**config.mk**
```make
export PLATFORM = sky130hd
export DESIGN_NAME = smds_core
export DESIGN_NICKNAME = d
export VERILOG_FILES = /design/src/pkg/smds_pkg.sv /design/src/logic/smds_core.sv
export SDC_FILE = /design/constraint.sdc
export NUM_CORES = 1
export LEC_CHECK = 0
export BUFFER_PORTS_ARGS = -buffer_cell sky130_fd_sc_hd__buf_2
export CAP_MARGIN = 5
export CELL_PAD_IN_SITES_DETAIL_PLACEMENT = 0
export CELL_PAD_IN_SITES_GLOBAL_PLACEMENT = 1
export CORE_ASPECT_RATIO = 1.75
export CORE_MARGIN = 4
export CORE_UTILIZATION = 47
export DETAILED_ROUTE_END_ITERATION = 8
export GPL_TIMING_DRIVEN = 0
export HOLD_SLACK_MARGIN = 0.02
export MAX_ROUTING_LAYER = met4
export PLACE_DENSITY = 0.84
export SKIP_CTS_REPAIR_TIMING = 1
export SLEW_MARGIN = 20
export SYNTH_ARGS = -nofsm -noshare
export SYNTH_HDL_FRONTEND = slang
export SYNTH_SLANG_ARGS = --single-unit
```
**constraint.sdc**
```tcl
create_clock -name CLK_I -period 5.5 [get_ports CLK_I]
set_input_delay 0.55 -clock CLK_I [delete_from_list [all_inputs] [get_ports CLK_I]]
set_output_delay 0.55 -clock CLK_I [all_outputs]
set_load 0.03 [all_outputs]
```
**src/pkg/smds_pkg.sv**
```systemverilog
// Purpose: Shared constants and types for the serial multiply/divide step block
// Assumes: 24-bit words, 25 bit times per word time, APB register access
// Notes:   Offsets are byte addresses of 32-bit aligned registers
`default_nettype none
package smds_pkg;
  localparam int unsigned        WORD_W        = 24;
  localparam int unsigned        ACC_W         = 26;
  localparam int unsigned        ADDR_W        = 8;
  localparam logic [4:0]         FINAL_BIT     = 5'h18;
  localparam logic [4:0]         SU_PICK_BIT   = 5'h16;
  localparam logic [4:0]         DC_PICK_BIT   = 5'h17;
  localparam logic [ADDR_W-1:0]  OFS_CTRL      = 8'h00;
  localparam logic [ADDR_W-1:0]  OFS_STATUS    = 8'h04;
  localparam logic [ADDR_W-1:0]  OFS_ACC       = 8'h08;
  localparam logic [ADDR_W-1:0]  OFS_EXT       = 8'h0C;
  localparam logic [ADDR_W-1:0]  OFS_OPERAND   = 8'h10;
  localparam logic [ADDR_W-1:0]  OFS_PC        = 8'h14;
  localparam int unsigned        CTRL_MUL_BIT  = 0;
  localparam int unsigned        CTRL_DIV_BIT  = 1;
  localparam int unsigned        CTRL_OVCLR_BIT = 2;
  localparam int unsigned        ST_BUSY_BIT   = 0;
  localparam int unsigned        ST_OVF_BIT    = 1;
  localparam int unsigned        ST_PH6_BIT    = 2;
  localparam int unsigned        ST_DIV_BIT    = 3;
  localparam int unsigned        ST_BT_LSB     = 8;
  localparam logic [25:0]        ACC_RST       = 26'h000_0000;
  localparam logic [23:0]        WORD_RST      = 24'h00_0000;
  localparam logic [31:0]        ZERO_DATA     = 32'h0000_0000;
  typedef enum logic [1:0] {SMDS_IDLE, SMDS_PH0, SMDS_PH6} smds_state_t;
endpackage
`default_nettype wire

```
**src/logic/smds_core.sv**
```systemverilog
// Purpose: Bit-serial multiply step and divide step arithmetic with APB registers
// Assumes: One clock, APB master on the same clock, software loads operands first
// Notes:   Each phase is one word time of bit times 0..24, one bit per clock
`default_nettype none
module smds_core
  import smds_pkg::*;
#(
  parameter int unsigned PC_W = 14
) (
  input  wire logic              CLK_I,
  input  wire logic              RST_B_I,
  input  wire logic              PSEL_I,
  input  wire logic              PENABLE_I,
  input  wire logic              PWRITE_I,
  input  wire logic [ADDR_W-1:0] PADDR_I,
  input  wire logic [31:0]       PWDATA_I,
  output var  logic [31:0]       PRDATA_O,
  output var  logic              PREADY_O,
  output var  logic              PSLVERR_O,
  output var  logic              BUSY_O,
  output var  logic              OVERFLOW_O,
  output var  logic              PC_INCR_O
);

  // Refused at elaboration: the counter cannot be wider than a data word
  if (PC_W < 1 || PC_W > 24) begin : g_pc_w_check
    $error("PC_W out of range");
  end

  // Multiplicand bit for the adder, once or twice, sign extended
  function automatic logic mul_bit(input logic [23:0] m, input logic dbl, input logic [4:0] i);
    logic [5:0] idx;
    idx = {1'b0, i};
    if (dbl && i == 5'h00) begin
      return 1'b0;
    end
    if (dbl) begin
      idx = idx - 6'h01;
    end
    if (idx > 6'h17) begin
      return m[23];
    end
    return m[idx[4:0]];
  endfunction

  smds_state_t       state_reg;
  logic [4:0]        bit_time_reg;
  logic              is_div_reg;
  logic [ACC_W-1:0]  acc_reg;
  logic [23:0]       ext_reg;
  logic [23:0]       opd_reg;
  logic [23:0]       sum_reg;
  logic [PC_W-1:0]   pc_reg;
  logic              borrow_select_flop;
  logic              pair_alike_flop;
  logic              zero_gate_flop;
  logic              carry_flop;
  logic              acc_lsb_stage;
  logic              overflow_flop;
  logic              pc_increment_flop;
  logic              pready_reg;
  logic              pslverr_reg;
  logic [31:0]       prdata_reg;

  // Bus decode
  wire logic         apb_access  = PSEL_I & PENABLE_I;
  wire logic         apb_done    = apb_access & pready_reg;
  wire logic         wr_en       = apb_done & PWRITE_I & ~pslverr_reg;
  wire logic         sel_ctrl    = (PADDR_I == OFS_CTRL);
  wire logic         sel_status  = (PADDR_I == OFS_STATUS);
  wire logic         sel_acc     = (PADDR_I == OFS_ACC);
  wire logic         sel_ext     = (PADDR_I == OFS_EXT);
  wire logic         sel_opd     = (PADDR_I == OFS_OPERAND);
  wire logic         sel_pc      = (PADDR_I == OFS_PC);
  wire logic         addr_hit    = sel_ctrl | sel_status | sel_acc | sel_ext | sel_opd | sel_pc;
  wire logic         idle        = (state_reg == SMDS_IDLE);
  wire logic         start_mul   = wr_en & sel_ctrl & idle & PWDATA_I[CTRL_MUL_BIT];
  wire logic         start_div   = wr_en & sel_ctrl & idle & ~PWDATA_I[CTRL_MUL_BIT]
                                   & PWDATA_I[CTRL_DIV_BIT];
  wire logic         ovf_clr     = wr_en & sel_ctrl & PWDATA_I[CTRL_OVCLR_BIT];
  wire logic         load_ok     = wr_en & idle;

  wire logic [31:0]  status_word = {19'h0_0000, bit_time_reg, 4'h0, is_div_reg,
                                    (state_reg == SMDS_PH6), overflow_flop, ~idle};
  wire logic [31:0]  rd_mux      = sel_ctrl   ? ZERO_DATA :
                                   sel_status ? status_word :
                                   sel_acc    ? {8'h00, acc_reg[23:0]} :
                                   sel_ext    ? {8'h00, ext_reg} :
                                   sel_opd    ? {8'h00, opd_reg} :
                                   sel_pc     ? 32'(pc_reg) : ZERO_DATA;

  // Word timing
  wire logic         last_bit    = (bit_time_reg == FINAL_BIT);
  wire logic         ph0         = (state_reg == SMDS_PH0);
  wire logic         ph6         = (state_reg == SMDS_PH6);
  wire logic         acc_sign    = acc_reg[23];

  // Adder inputs
  // delayed lsb
  wire logic         x_div       = pair_alike_flop;
  wire logic         x_mul       = acc_reg[bit_time_reg];
  wire logic         adder_input_one = is_div_reg ? x_div : x_mul;
  wire logic         m_mul       = mul_bit(opd_reg, pair_alike_flop, bit_time_reg);
  wire logic         m_div       = (bit_time_reg > 5'h17) ? opd_reg[23] : opd_reg[bit_time_reg];
  wire logic         m_gated     = is_div_reg ? m_div : (m_mul & ~zero_gate_flop);
  wire logic         blk_sub     = borrow_select_flop & (is_div_reg | ~zero_gate_flop);
  wire logic         adder_input_two = m_gated ^ blk_sub;
  wire logic         sum_bit     = adder_input_one ^ adder_input_two ^ carry_flop;
  wire logic         carry_out   = (adder_input_one & adder_input_two)
                                   | (carry_flop & (adder_input_one ^ adder_input_two));
  wire logic         hold_lsb    = ~is_div_reg & pair_alike_flop & (bit_time_reg == 5'h00);
  wire logic         carry_next  = hold_lsb ? carry_flop : carry_out;

  // Multiply result, 26 bits before the final shift
  wire logic         y_top       = mul_bit(opd_reg, pair_alike_flop, FINAL_BIT) & ~zero_gate_flop;
  wire logic         top_bit     = acc_reg[25] ^ (y_top ^ blk_sub) ^ carry_next;
  wire logic [25:0]  mul_full    = {top_bit, sum_bit, sum_reg[23:1], acc_lsb_stage};
  wire logic         mul_ovf     = borrow_select_flop & pair_alike_flop & ~zero_gate_flop
                                   & (mul_full[25] ^ mul_full[24]);
  // zeros on overflow
  // Taken from bit 23: after an overflowed result the upper copies no longer match the sign
  wire logic         fill0       = overflow_flop ? 1'b0 : acc_reg[23];
  wire logic         quot_bit    = ~acc_sign;

  // Bus slave: one wait state, answer registered
  always_ff @(posedge CLK_I or negedge RST_B_I) begin
    if (!RST_B_I) begin
      pready_reg  <= 1'b0;
      pslverr_reg <= 1'b0;
      prdata_reg  <= ZERO_DATA;
    end else begin
      pready_reg  <= apb_access & ~pready_reg;
      if (apb_access & ~pready_reg) begin
        pslverr_reg <= ~addr_hit;
        prdata_reg  <= PWRITE_I ? ZERO_DATA : rd_mux;
      end else begin
        pslverr_reg <= 1'b0;
      end
    end
  end

  // Step sequencer
  // bit times
  always_ff @(posedge CLK_I or negedge RST_B_I) begin
    if (!RST_B_I) begin
      state_reg    <= SMDS_IDLE;
      bit_time_reg <= 5'h00;
      is_div_reg   <= 1'b0;
    end else begin
      case (state_reg)
        SMDS_IDLE: begin
          bit_time_reg <= 5'h00;
          if (start_mul | start_div) begin
            state_reg  <= SMDS_PH0;
            is_div_reg <= start_div;
          end
        end
        SMDS_PH0: begin
          bit_time_reg <= last_bit ? 5'h00 : bit_time_reg + 5'h01;
          if (last_bit) begin
            state_reg <= SMDS_PH6;
          end
        end
        default: begin
          bit_time_reg <= last_bit ? 5'h00 : bit_time_reg + 5'h01;
          if (last_bit) begin
            state_reg <= SMDS_IDLE;
          end
        end
      endcase
    end
  end

  // Control flops
  always_ff @(posedge CLK_I or negedge RST_B_I) begin
    if (!RST_B_I) begin
      borrow_select_flop <= 1'b0;
      pair_alike_flop    <= 1'b0;
      zero_gate_flop     <= 1'b0;
      carry_flop         <= 1'b0;
      acc_lsb_stage      <= 1'b0;
    end else if (ph0) begin
      if (!is_div_reg && bit_time_reg == SU_PICK_BIT) begin
        borrow_select_flop <= ext_reg[2];
      end
      if (!is_div_reg && bit_time_reg == DC_PICK_BIT) begin
        pair_alike_flop <= ~(ext_reg[1] ^ ext_reg[0]);
      end
      if (last_bit) begin
        if (is_div_reg) begin
          pair_alike_flop    <= ext_reg[23];
          borrow_select_flop <= ~(opd_reg[23] ^ acc_sign);
          carry_flop         <= ~(opd_reg[23] ^ acc_sign);
          zero_gate_flop     <= 1'b0;
        end else begin
          zero_gate_flop <= pair_alike_flop & ~(ext_reg[1] ^ borrow_select_flop);
          carry_flop     <= borrow_select_flop & ~(pair_alike_flop & ~(ext_reg[1]
                            ^ borrow_select_flop));
        end
      end
    end else if (ph6) begin
      carry_flop <= carry_next;
      if (bit_time_reg == 5'h00) begin
        acc_lsb_stage <= hold_lsb ? acc_reg[0] : sum_bit;
      end
      if (is_div_reg) begin
        pair_alike_flop <= acc_reg[bit_time_reg];
      end
      if (last_bit) begin
        borrow_select_flop <= 1'b0;
        pair_alike_flop    <= 1'b0;
        zero_gate_flop     <= is_div_reg ? quot_bit : 1'b0;
      end
    end
  end

  // Serial sum store
  always_ff @(posedge CLK_I or negedge RST_B_I) begin
    if (!RST_B_I) begin
      sum_reg <= WORD_RST;
    end else if (ph6 && !last_bit) begin
      sum_reg[bit_time_reg] <= sum_bit;
    end
  end

  // Accumulator, extension, operand
  always_ff @(posedge CLK_I or negedge RST_B_I) begin
    if (!RST_B_I) begin
      acc_reg <= ACC_RST;
      ext_reg <= WORD_RST;
      opd_reg <= WORD_RST;
    end else if (idle) begin
      if (load_ok && sel_acc) begin
        acc_reg <= {{2{PWDATA_I[23]}}, PWDATA_I[23:0]};
      end
      if (load_ok && sel_ext) begin
        ext_reg <= PWDATA_I[23:0];
      end
      if (load_ok && sel_opd) begin
        opd_reg <= PWDATA_I[23:0];
      end
    end else if (ph0 && last_bit && !is_div_reg) begin
      acc_reg <= {fill0, fill0, fill0, acc_reg[23:1]};
      ext_reg <= {acc_reg[0], ext_reg[23:1]};
    end else if (ph6 && last_bit) begin
      if (is_div_reg) begin
        acc_reg <= {{2{sum_reg[23]}}, sum_reg};
        ext_reg <= {ext_reg[22:0], quot_bit};
      end else begin
        acc_reg <= {mul_full[25], mul_full[25:1]};
        ext_reg <= {acc_lsb_stage, ext_reg[23:1]};
      end
    end
  end

  // Overflow and program counter
  always_ff @(posedge CLK_I or negedge RST_B_I) begin
    if (!RST_B_I) begin
      overflow_flop     <= 1'b0;
      pc_increment_flop <= 1'b0;
      pc_reg            <= '0;
    end else begin
      pc_increment_flop <= ph6 & last_bit;
      if (ph6 && last_bit && !is_div_reg && mul_ovf) begin
        overflow_flop <= 1'b1;
      end else if (ph0 && last_bit && !is_div_reg && overflow_flop) begin
        overflow_flop <= 1'b0;
      end else if (ovf_clr) begin
        overflow_flop <= 1'b0;
      end
      if (ph6 && last_bit) begin
        pc_reg <= pc_reg + 1'b1;
      end else if (load_ok && sel_pc) begin
        pc_reg <= PWDATA_I[PC_W-1:0];
      end
    end
  end

  // Outputs from flops
  always_ff @(posedge CLK_I or negedge RST_B_I) begin
    if (!RST_B_I) begin
      BUSY_O     <= 1'b0;
      OVERFLOW_O <= 1'b0;
    end else begin
      BUSY_O     <= ~idle | start_mul | start_div;
      OVERFLOW_O <= overflow_flop;
    end
  end

  assign PRDATA_O  = prdata_reg;
  assign PREADY_O  = pready_reg;
  assign PSLVERR_O = pslverr_reg;
  assign PC_INCR_O = pc_increment_flop;

endmodule
`default_nettype wire

```
Word-level counts from Yosys, hierarchy flattened
Cells that the tools add are included.
{"block": "totals", "reg_bits": 163, "input_bits": 45, "out_inout_bits": 37, "wordCells": 222}
{"block": "op_classes", "add_sub_neg": 3, "n_lt_le_gt_ge": 7, "eq_ne": 15, "mux": 82, "bitwise": 58, "reduce_logical": 37}
{"operator": "24-bit 2-to-1 mux", "n": 11}
{"operator": "26-bit 2-to-1 mux", "n": 5}
{"operator": "1-bit 2-to-1 mux", "n": 48}
{"operator": "14-bit 2-to-1 mux", "n": 3}
{"operator": "1-bit bitwise AND", "n": 25}
{"operator": "24-bit bitwise mux", "n": 1}
{"operator": "1-bit binary-select mux with 5-bit select", "n": 4}
{"operator": "5-bit by 6-bit less-than comparator with 1-bit output, second input constant", "n": 3}
{"operator": "8-bit by 4-bit equality test with 1-bit output, second input constant", "n": 2}
{"operator": "8-bit by 5-bit equality test with 1-bit output, second input constant", "n": 2}
{"operator": "5-bit equality test, second input constant", "n": 3}
{"operator": "1-bit logical AND", "n": 15}
{"operator": "14-bit by 1-bit adder with 14-bit output, second input constant", "n": 1}
{"operator": "2-bit AND reduction", "n": 7}
{"operator": "1-bit inverter", "n": 13}
{"operator": "6-bit by 5-bit greater-than comparator with 1-bit output, second input constant", "n": 2}
{"operator": "6-bit 2-to-1 mux", "n": 2}
{"operator": "5-bit 2-to-1 mux", "n": 2}
{"operator": "1-bit bitwise OR", "n": 10}
{"operator": "1-bit XOR", "n": 10}
{"operator": "3-bit AND reduction", "n": 3}
{"operator": "3-bit nonzero test", "n": 3}
{"operator": "8-bit by 3-bit equality test with 1-bit output, second input constant", "n": 1}
{"operator": "8-bit zero test", "n": 1}
{"operator": "16 further kinds", "n": 25}

Depth between registers and ports, before layout
{"block": "depth", "depth_word": 21, "mapped_depth": 19, "mapped_depth_nobuf": 15}

Worst setup path before layout
No wires, ideal clock.
{"block": "synth_timing", "path_kind": "register -> register", "start": "register bit_time_reg[0]", "end": "register acc_reg[24]", "setup_time_ns": 0.125, "t_arrival_ns": 4.283, "required_ns": 5.375, "setup_slack_ns": 1.092, "path_stages_with_launch": 20, "path_buffers": 4, "period_less_slack_ns": 4.408, "path_cell_list": "dfrtp_1 > buf_6 > buf_6 > buf_2 > inv_1 > ha_1 > clkbuf_1 > mux4_2 > a41oi_1 > o221ai_1 > a22oi_2 > a2bb2oi_2 > xnor2_1 > a22oi_1 > fa_1 > mux2i_1 > xnor3_1 > nor2_1 > o21ai_0 > mux2_2"}
{"block": "synth_between", "elab_chain_len": 20, "word_cells_on_any_way": 41, "cone_classes": "add/sub: 1; order compare: 2; eq/ne: 1; mux: 22; bitwise: 8; reduce/logical: 7"}
{"item": "start: declaration", "line": "smds_core.sv:47", "source": "logic [4:0] bit_time_reg;"}
{"item": "start signal: assignment", "line": "smds_core.sv:159", "source": "bit_time_reg <= last_bit ? 5'h00 : bit_time_reg + 5'h01;"}
{"item": "start signal: assignment", "line": "smds_core.sv:165", "source": "bit_time_reg <= last_bit ? 5'h00 : bit_time_reg + 5'h01;"}
{"item": "5-bit by 1-bit subtractor with 6-bit output", "line": "smds_core.sv:38", "source": "idx = idx - 6'h01;"}
{"item": "6-bit 2-to-1 mux (2 in a row)", "line": "smds_core.sv:37", "source": "if (dbl) begin"}
{"item": "6-bit by 5-bit greater-than comparator with 1-bit output", "line": "smds_core.sv:40", "source": "if (idx > 6'h17) begin"}
{"item": "1-bit 2-to-1 mux", "line": "smds_core.sv:40"}
{"item": "1-bit 2-to-1 mux", "line": "smds_core.sv:37"}
{"item": "1-bit 2-to-1 mux", "line": "smds_core.sv:43", "source": "return m[idx[4:0]];"}
{"item": "1-bit 2-to-1 mux", "line": "smds_core.sv:37"}
{"item": "1-bit bitwise AND", "line": "smds_core.sv:105", "source": "wire logic m_gated = is_div_reg ? m_div : (m_mul & ~zero_gate_flop);"}
{"item": "(+3 left out)"}
{"item": "1-bit bitwise AND", "line": "smds_core.sv:110", "source": "| (carry_flop & (adder_input_one ^ adder_input_two));"}
{"item": "1-bit bitwise OR", "line": "smds_core.sv:110"}
{"item": "1-bit 2-to-1 mux", "line": "smds_core.sv:112", "source": "wire logic carry_next = hold_lsb ? carry_flop : carry_out;"}
{"item": "1-bit XOR", "line": "smds_core.sv:116", "source": "wire logic top_bit = acc_reg[25] ^ (y_top ^ blk_sub) ^ carry_next;"}
{"item": "26-bit 2-to-1 mux", "line": "smds_core.sv:246", "source": "if (is_div_reg) begin"}
{"item": "26-bit 2-to-1 mux", "line": "smds_core.sv:245", "source": "end else if (ph6 && last_bit) begin"}
{"item": "26-bit 2-to-1 mux", "line": "smds_core.sv:242", "source": "end else if (ph0 && last_bit && !is_div_reg) begin"}
{"item": "26-bit 2-to-1 mux", "line": "smds_core.sv:232", "source": "end else if (idle) begin"}
{"item": "end signal: assignment", "line": "smds_core.sv:234", "source": "acc_reg <= {{2{PWDATA_I[23]}}, PWDATA_I[23:0]};"}
{"item": "end signal: assignment", "line": "smds_core.sv:243", "source": "acc_reg <= {fill0, fill0, fill0, acc_reg[23:1]};"}
{"item": "end signal: assignment", "line": "smds_core.sv:247", "source": "acc_reg <= {{2{sum_reg[23]}}, sum_reg};"}
{"item": "end: declaration", "line": "smds_core.sv:49", "source": "logic [ACC_W-1:0] acc_reg;"}
Several ways; a longest one is shown, not always the timed one. The select of a mux whose other input is x is not followed.
A chain may end at the register's enable or synchronous reset.

Worst setup path after layout
Same ends and word-level chain as after synthesis.

==> flow_metrics.py <==
metrics = {
    "run_status": {
        "status": "complete, no violations",
    },
    "global_route": {
        "grt_usage": 0.303,
        "antenna_found_initial": 0,
        "grt-ovfl-total": 0,
        "grt_max_degree": 96,
        "grt_pass1_vias": 8625,
        "grt_pass1_wl_um": 49900,
    },
    "synthesis": {
        "syn_area_um2": 9380,
        "ys_types": 63,
        "synth-main-ff-cell": "dfrtp_1",
        "synth_edf_count": 0,
        "ys_async_sr_fraction": 1.00,
        "ys_warn_count": 0,
        "synth_area_leaders": "dfrtp_1, mux2i_1, o21ai_0, nand2_1, a21oi_1",
        "seq_area_frac_synth": 0.411,
        "synth_top_cell_by_area": "dfrtp_1",
        "syn-instance-count": 1042,
        "synth_top_cell_area_share": 0.411,
        "ys_ff_latch": 154,
        "syn_avg_cell_area_um2": 9.00,
    },
    "placed_design": {
        "place_area_um2": 10100,
        "numPortBuffers": 63,
        "dp_hpwl_um": 24800,
        "gp_congestion": 0.968,
    },
    "detailed_routing": {
        "wl_met3_um": 1770,
        "via_per_inst": 6.15,
        "wl_met2_um": 16500,
        "drtIter0Drc": 760,
        "routed.top_layer": "met4",
        "ant_nets": 0,
        "drc": 0,
        "wl_per_cell_um": 23.1,
        "postRouteWirelength_um": 32000,
        "wl_met1_um": 11500,
        "via_count": 8525,
        "first_pass_iters": 5,
    },
    "floorplanning": {
        "ios": 82,
        "initial_utilization": 0.477,
        "die_h_um": 195,
        "row_count": 68,
        "die_w_um": 115,
        "die-area_um2": 22400,
        "core_area_um2": 19700,
    },
    "setup_path": {
        "crit_slowest_cell": "mux4_2",
        "path_class": "register to register",
        "required_ns": 5.82,
        "cp_cell_sequence": "buf_6 > buf_6 > buf_2 > inv_1 > ha_2 > mux4_2 > a41oi_1 > o221ai_1 > a22oi_2 > a2bb2oi_2 > xnor2_1 > a22oi_1 > fa_1 > mux2i_1 > xnor3_1 > nor2_1 > o21ai_0 > mux2_2",
        "endpoint_kind": "register",
        "crit_family": "multiplexers",
        "critPathBufInv": 4,
        "cpPeakStageDelay_ns": 0.61,
        "startpoint_type": "register",
        "cp_max_fo": 10,
        "arrival_ns": 5.48,
        "crit_top_cell": "buf_6",
    },
    "clock_tree": {
        "htreeDepth": 4,
        "clk_latency_ns": 0.44,
        "path_clk_slew_ns": 0.07,
        "cts_buffer_depth": 2,
        "cts_tree": "done",
        "cts.sinks": 154,
        "cts_buffers": 17,
        "cts_root_buf": "clkbuf_16",
    },
    "cells_and_area": {
        "nets": 1185,
        "num-fill-cells": 1840,
        "drive_gt1_frac": 0.159,
        "finish.instance_area_um2": 10700,
        "largest_reg_flops": 25,
        "diodes": 0,
        "syn2layout_area_growth_pct": 13.6,
    },
    "sta": {
        "rsz0062_at_grt": "no",
        "finalSetupViolCount": 0,
        "slew_headroom": 0.353,
        "period_minus_slack_ns": 5.16,
        "drv_slew": 0,
        "finClkSkew_ns": 0.0130,
        "worst_pin_slew_ns": 0.962,
        "hold_viol_final": 0,
        "totalNegativeSetupSlack_ns": 0,
        "max_freq_mhz": 194,
        "fin_crit_sh": 0.939,
    },
    "power_and_ir_drop": {
        "leakage_uw": 0.00460,
        "power_density_nw_per_um2": 324,
        "ir_worst_vdd_v": 0.000204,
    },
    "flow_run": {
        "drv_cap": 0,
    },
    "min_path": {
        "min_path_type": "input pin to asynchronous set/reset pin",
    },
}
==> path summary, 6_finish.rpt <==
kind / endpoint / start / slack, ns / depth (start not counted)
max: acc_reg[24]$_DFFE_PN0P_ / bit_time_reg[0]$_DFF_PN0_ / 0.34 / 18
min: PRDATA_O[12]$_DFFE_PN0P_ / RST_B_I / 0.04 / 1
max reg2reg: acc_reg[24]$_DFFE_PN0P_ / bit_time_reg[0]$_DFF_PN0_ / 0.34 / 18
min reg2reg: OVERFLOW_O$_DFF_PN0_ / overflow_flop$_DFFE_PN0P_ / 0.46 / 0
max in group asynchronous: sum_reg[9]$_DFFE_PN0P_ / RST_B_I / 4.58 / 2
min in group CLK_I: opd_reg[19]$_DFFE_PN0P_ / PWDATA_I[19] / 0.40 / 2
==> cell usage after synthesis (17+ instances only) <==
library cell  count
nand3_1          20
dfrtp_1         154
buf_2            18
clkbuf_1         59
a31oi_1          19
nor3_1           17
a21oi_1          82
mux2_2           30
nand2_1         144
nor2_1           90
mux2i_1          77
o22ai_1          19
o21ai_0         119
a211oi_1         30
==> per-layer routing <==
metal	up-vias	global-route usage
met4	0	0.185
met3	108	0.0442
met5	-	-
met1	4136	0.336
met2	364	0.505
li1	3917	-
==> worst register-to-register path, cell delays in order, from the launching register on <==
cell,delay (ns)
dfrtp_1,0.40
buf_6,0.17
buf_6,0.20
buf_2,0.35
inv_1,0.15
ha_2,0.52
mux4_2,0.62
a41oi_1,0.24
o221ai_1,0.15
a22oi_2,0.19
a2bb2oi_2,0.21
xnor2_1,0.15
a22oi_1,0.12
fa_1,0.41
mux2i_1,0.29
xnor3_1,0.41
nor2_1,0.10
o21ai_0,0.09
mux2_2,0.27
==> area by class of cell <==
class	instances	area [um2]	share of cell area
plain buffers	93	429	0.0403
clock buffers	19	433	0.0406
clock inverters	13	168	0.0157
inverters	15	56.3	0.00528
multi-input cells	784	5060	0.475
flip-flops and latches	154	3850	0.362
well taps	245	307	0.0288
repair buffers	64	353	0.0331
==> placed cells by master, fill, tap and decap left out, drive strengths merged, types with 13 or more instances in the layout <==
cell and count:
a21oi 82, nor2 91, inv 17, clkbuf 76, buf 100, o21ai 119
a31oi 19, a211oi 30, dfrtp 154, mux2i 77, mux4 19, nand2 144
nand3 20, nor3 18, a22oi 13, o22ai 19, mux2 30
==> cells by family after synthesis <==
kind of cell	Yosys count	synth area share
AOI/OAI and AO/OA	313	0.196
xor gates and xnor gates	11	0.0117
adders and majority gates	11	0.0155
buffers and inverters	111	0.0530
DFF	154	0.411
muxes	126	0.166
other	1	0.000400
and+or+nand+nor	315	0.147
==> per-stage QoR <==
step	util	setup slack (ns)	cells	total power [uW]	hold WS (ns)
5_1_grt	0.542	0.126	1387	3600	0.0839
3_5_place_dp	0.512	-0.0629	1358	2230	0.443
2_1_floorplan	-	1.09	1049	1890	0.254
4_1_cts	0.543	-0.108	1390	3450	0.0572
6_report	0.542	0.336	1387	3450	0.0389
3_3_place_gp	0.510	0.00444	1357	2220	0.433
==> report_power, final <==
| group | leakage (uW) | internal, uW | switching, uW |
|---|---|---|---|
| Clock | 0.000288 | 717 | 504 |
| Sequential | 0.00212 | 1160 | 18.6 |
| Combinational | 0.00219 | 343 | 712 |
| Total | 0.00460 | 2220 | 1230 |
Power figures use the tool's default switching activity.
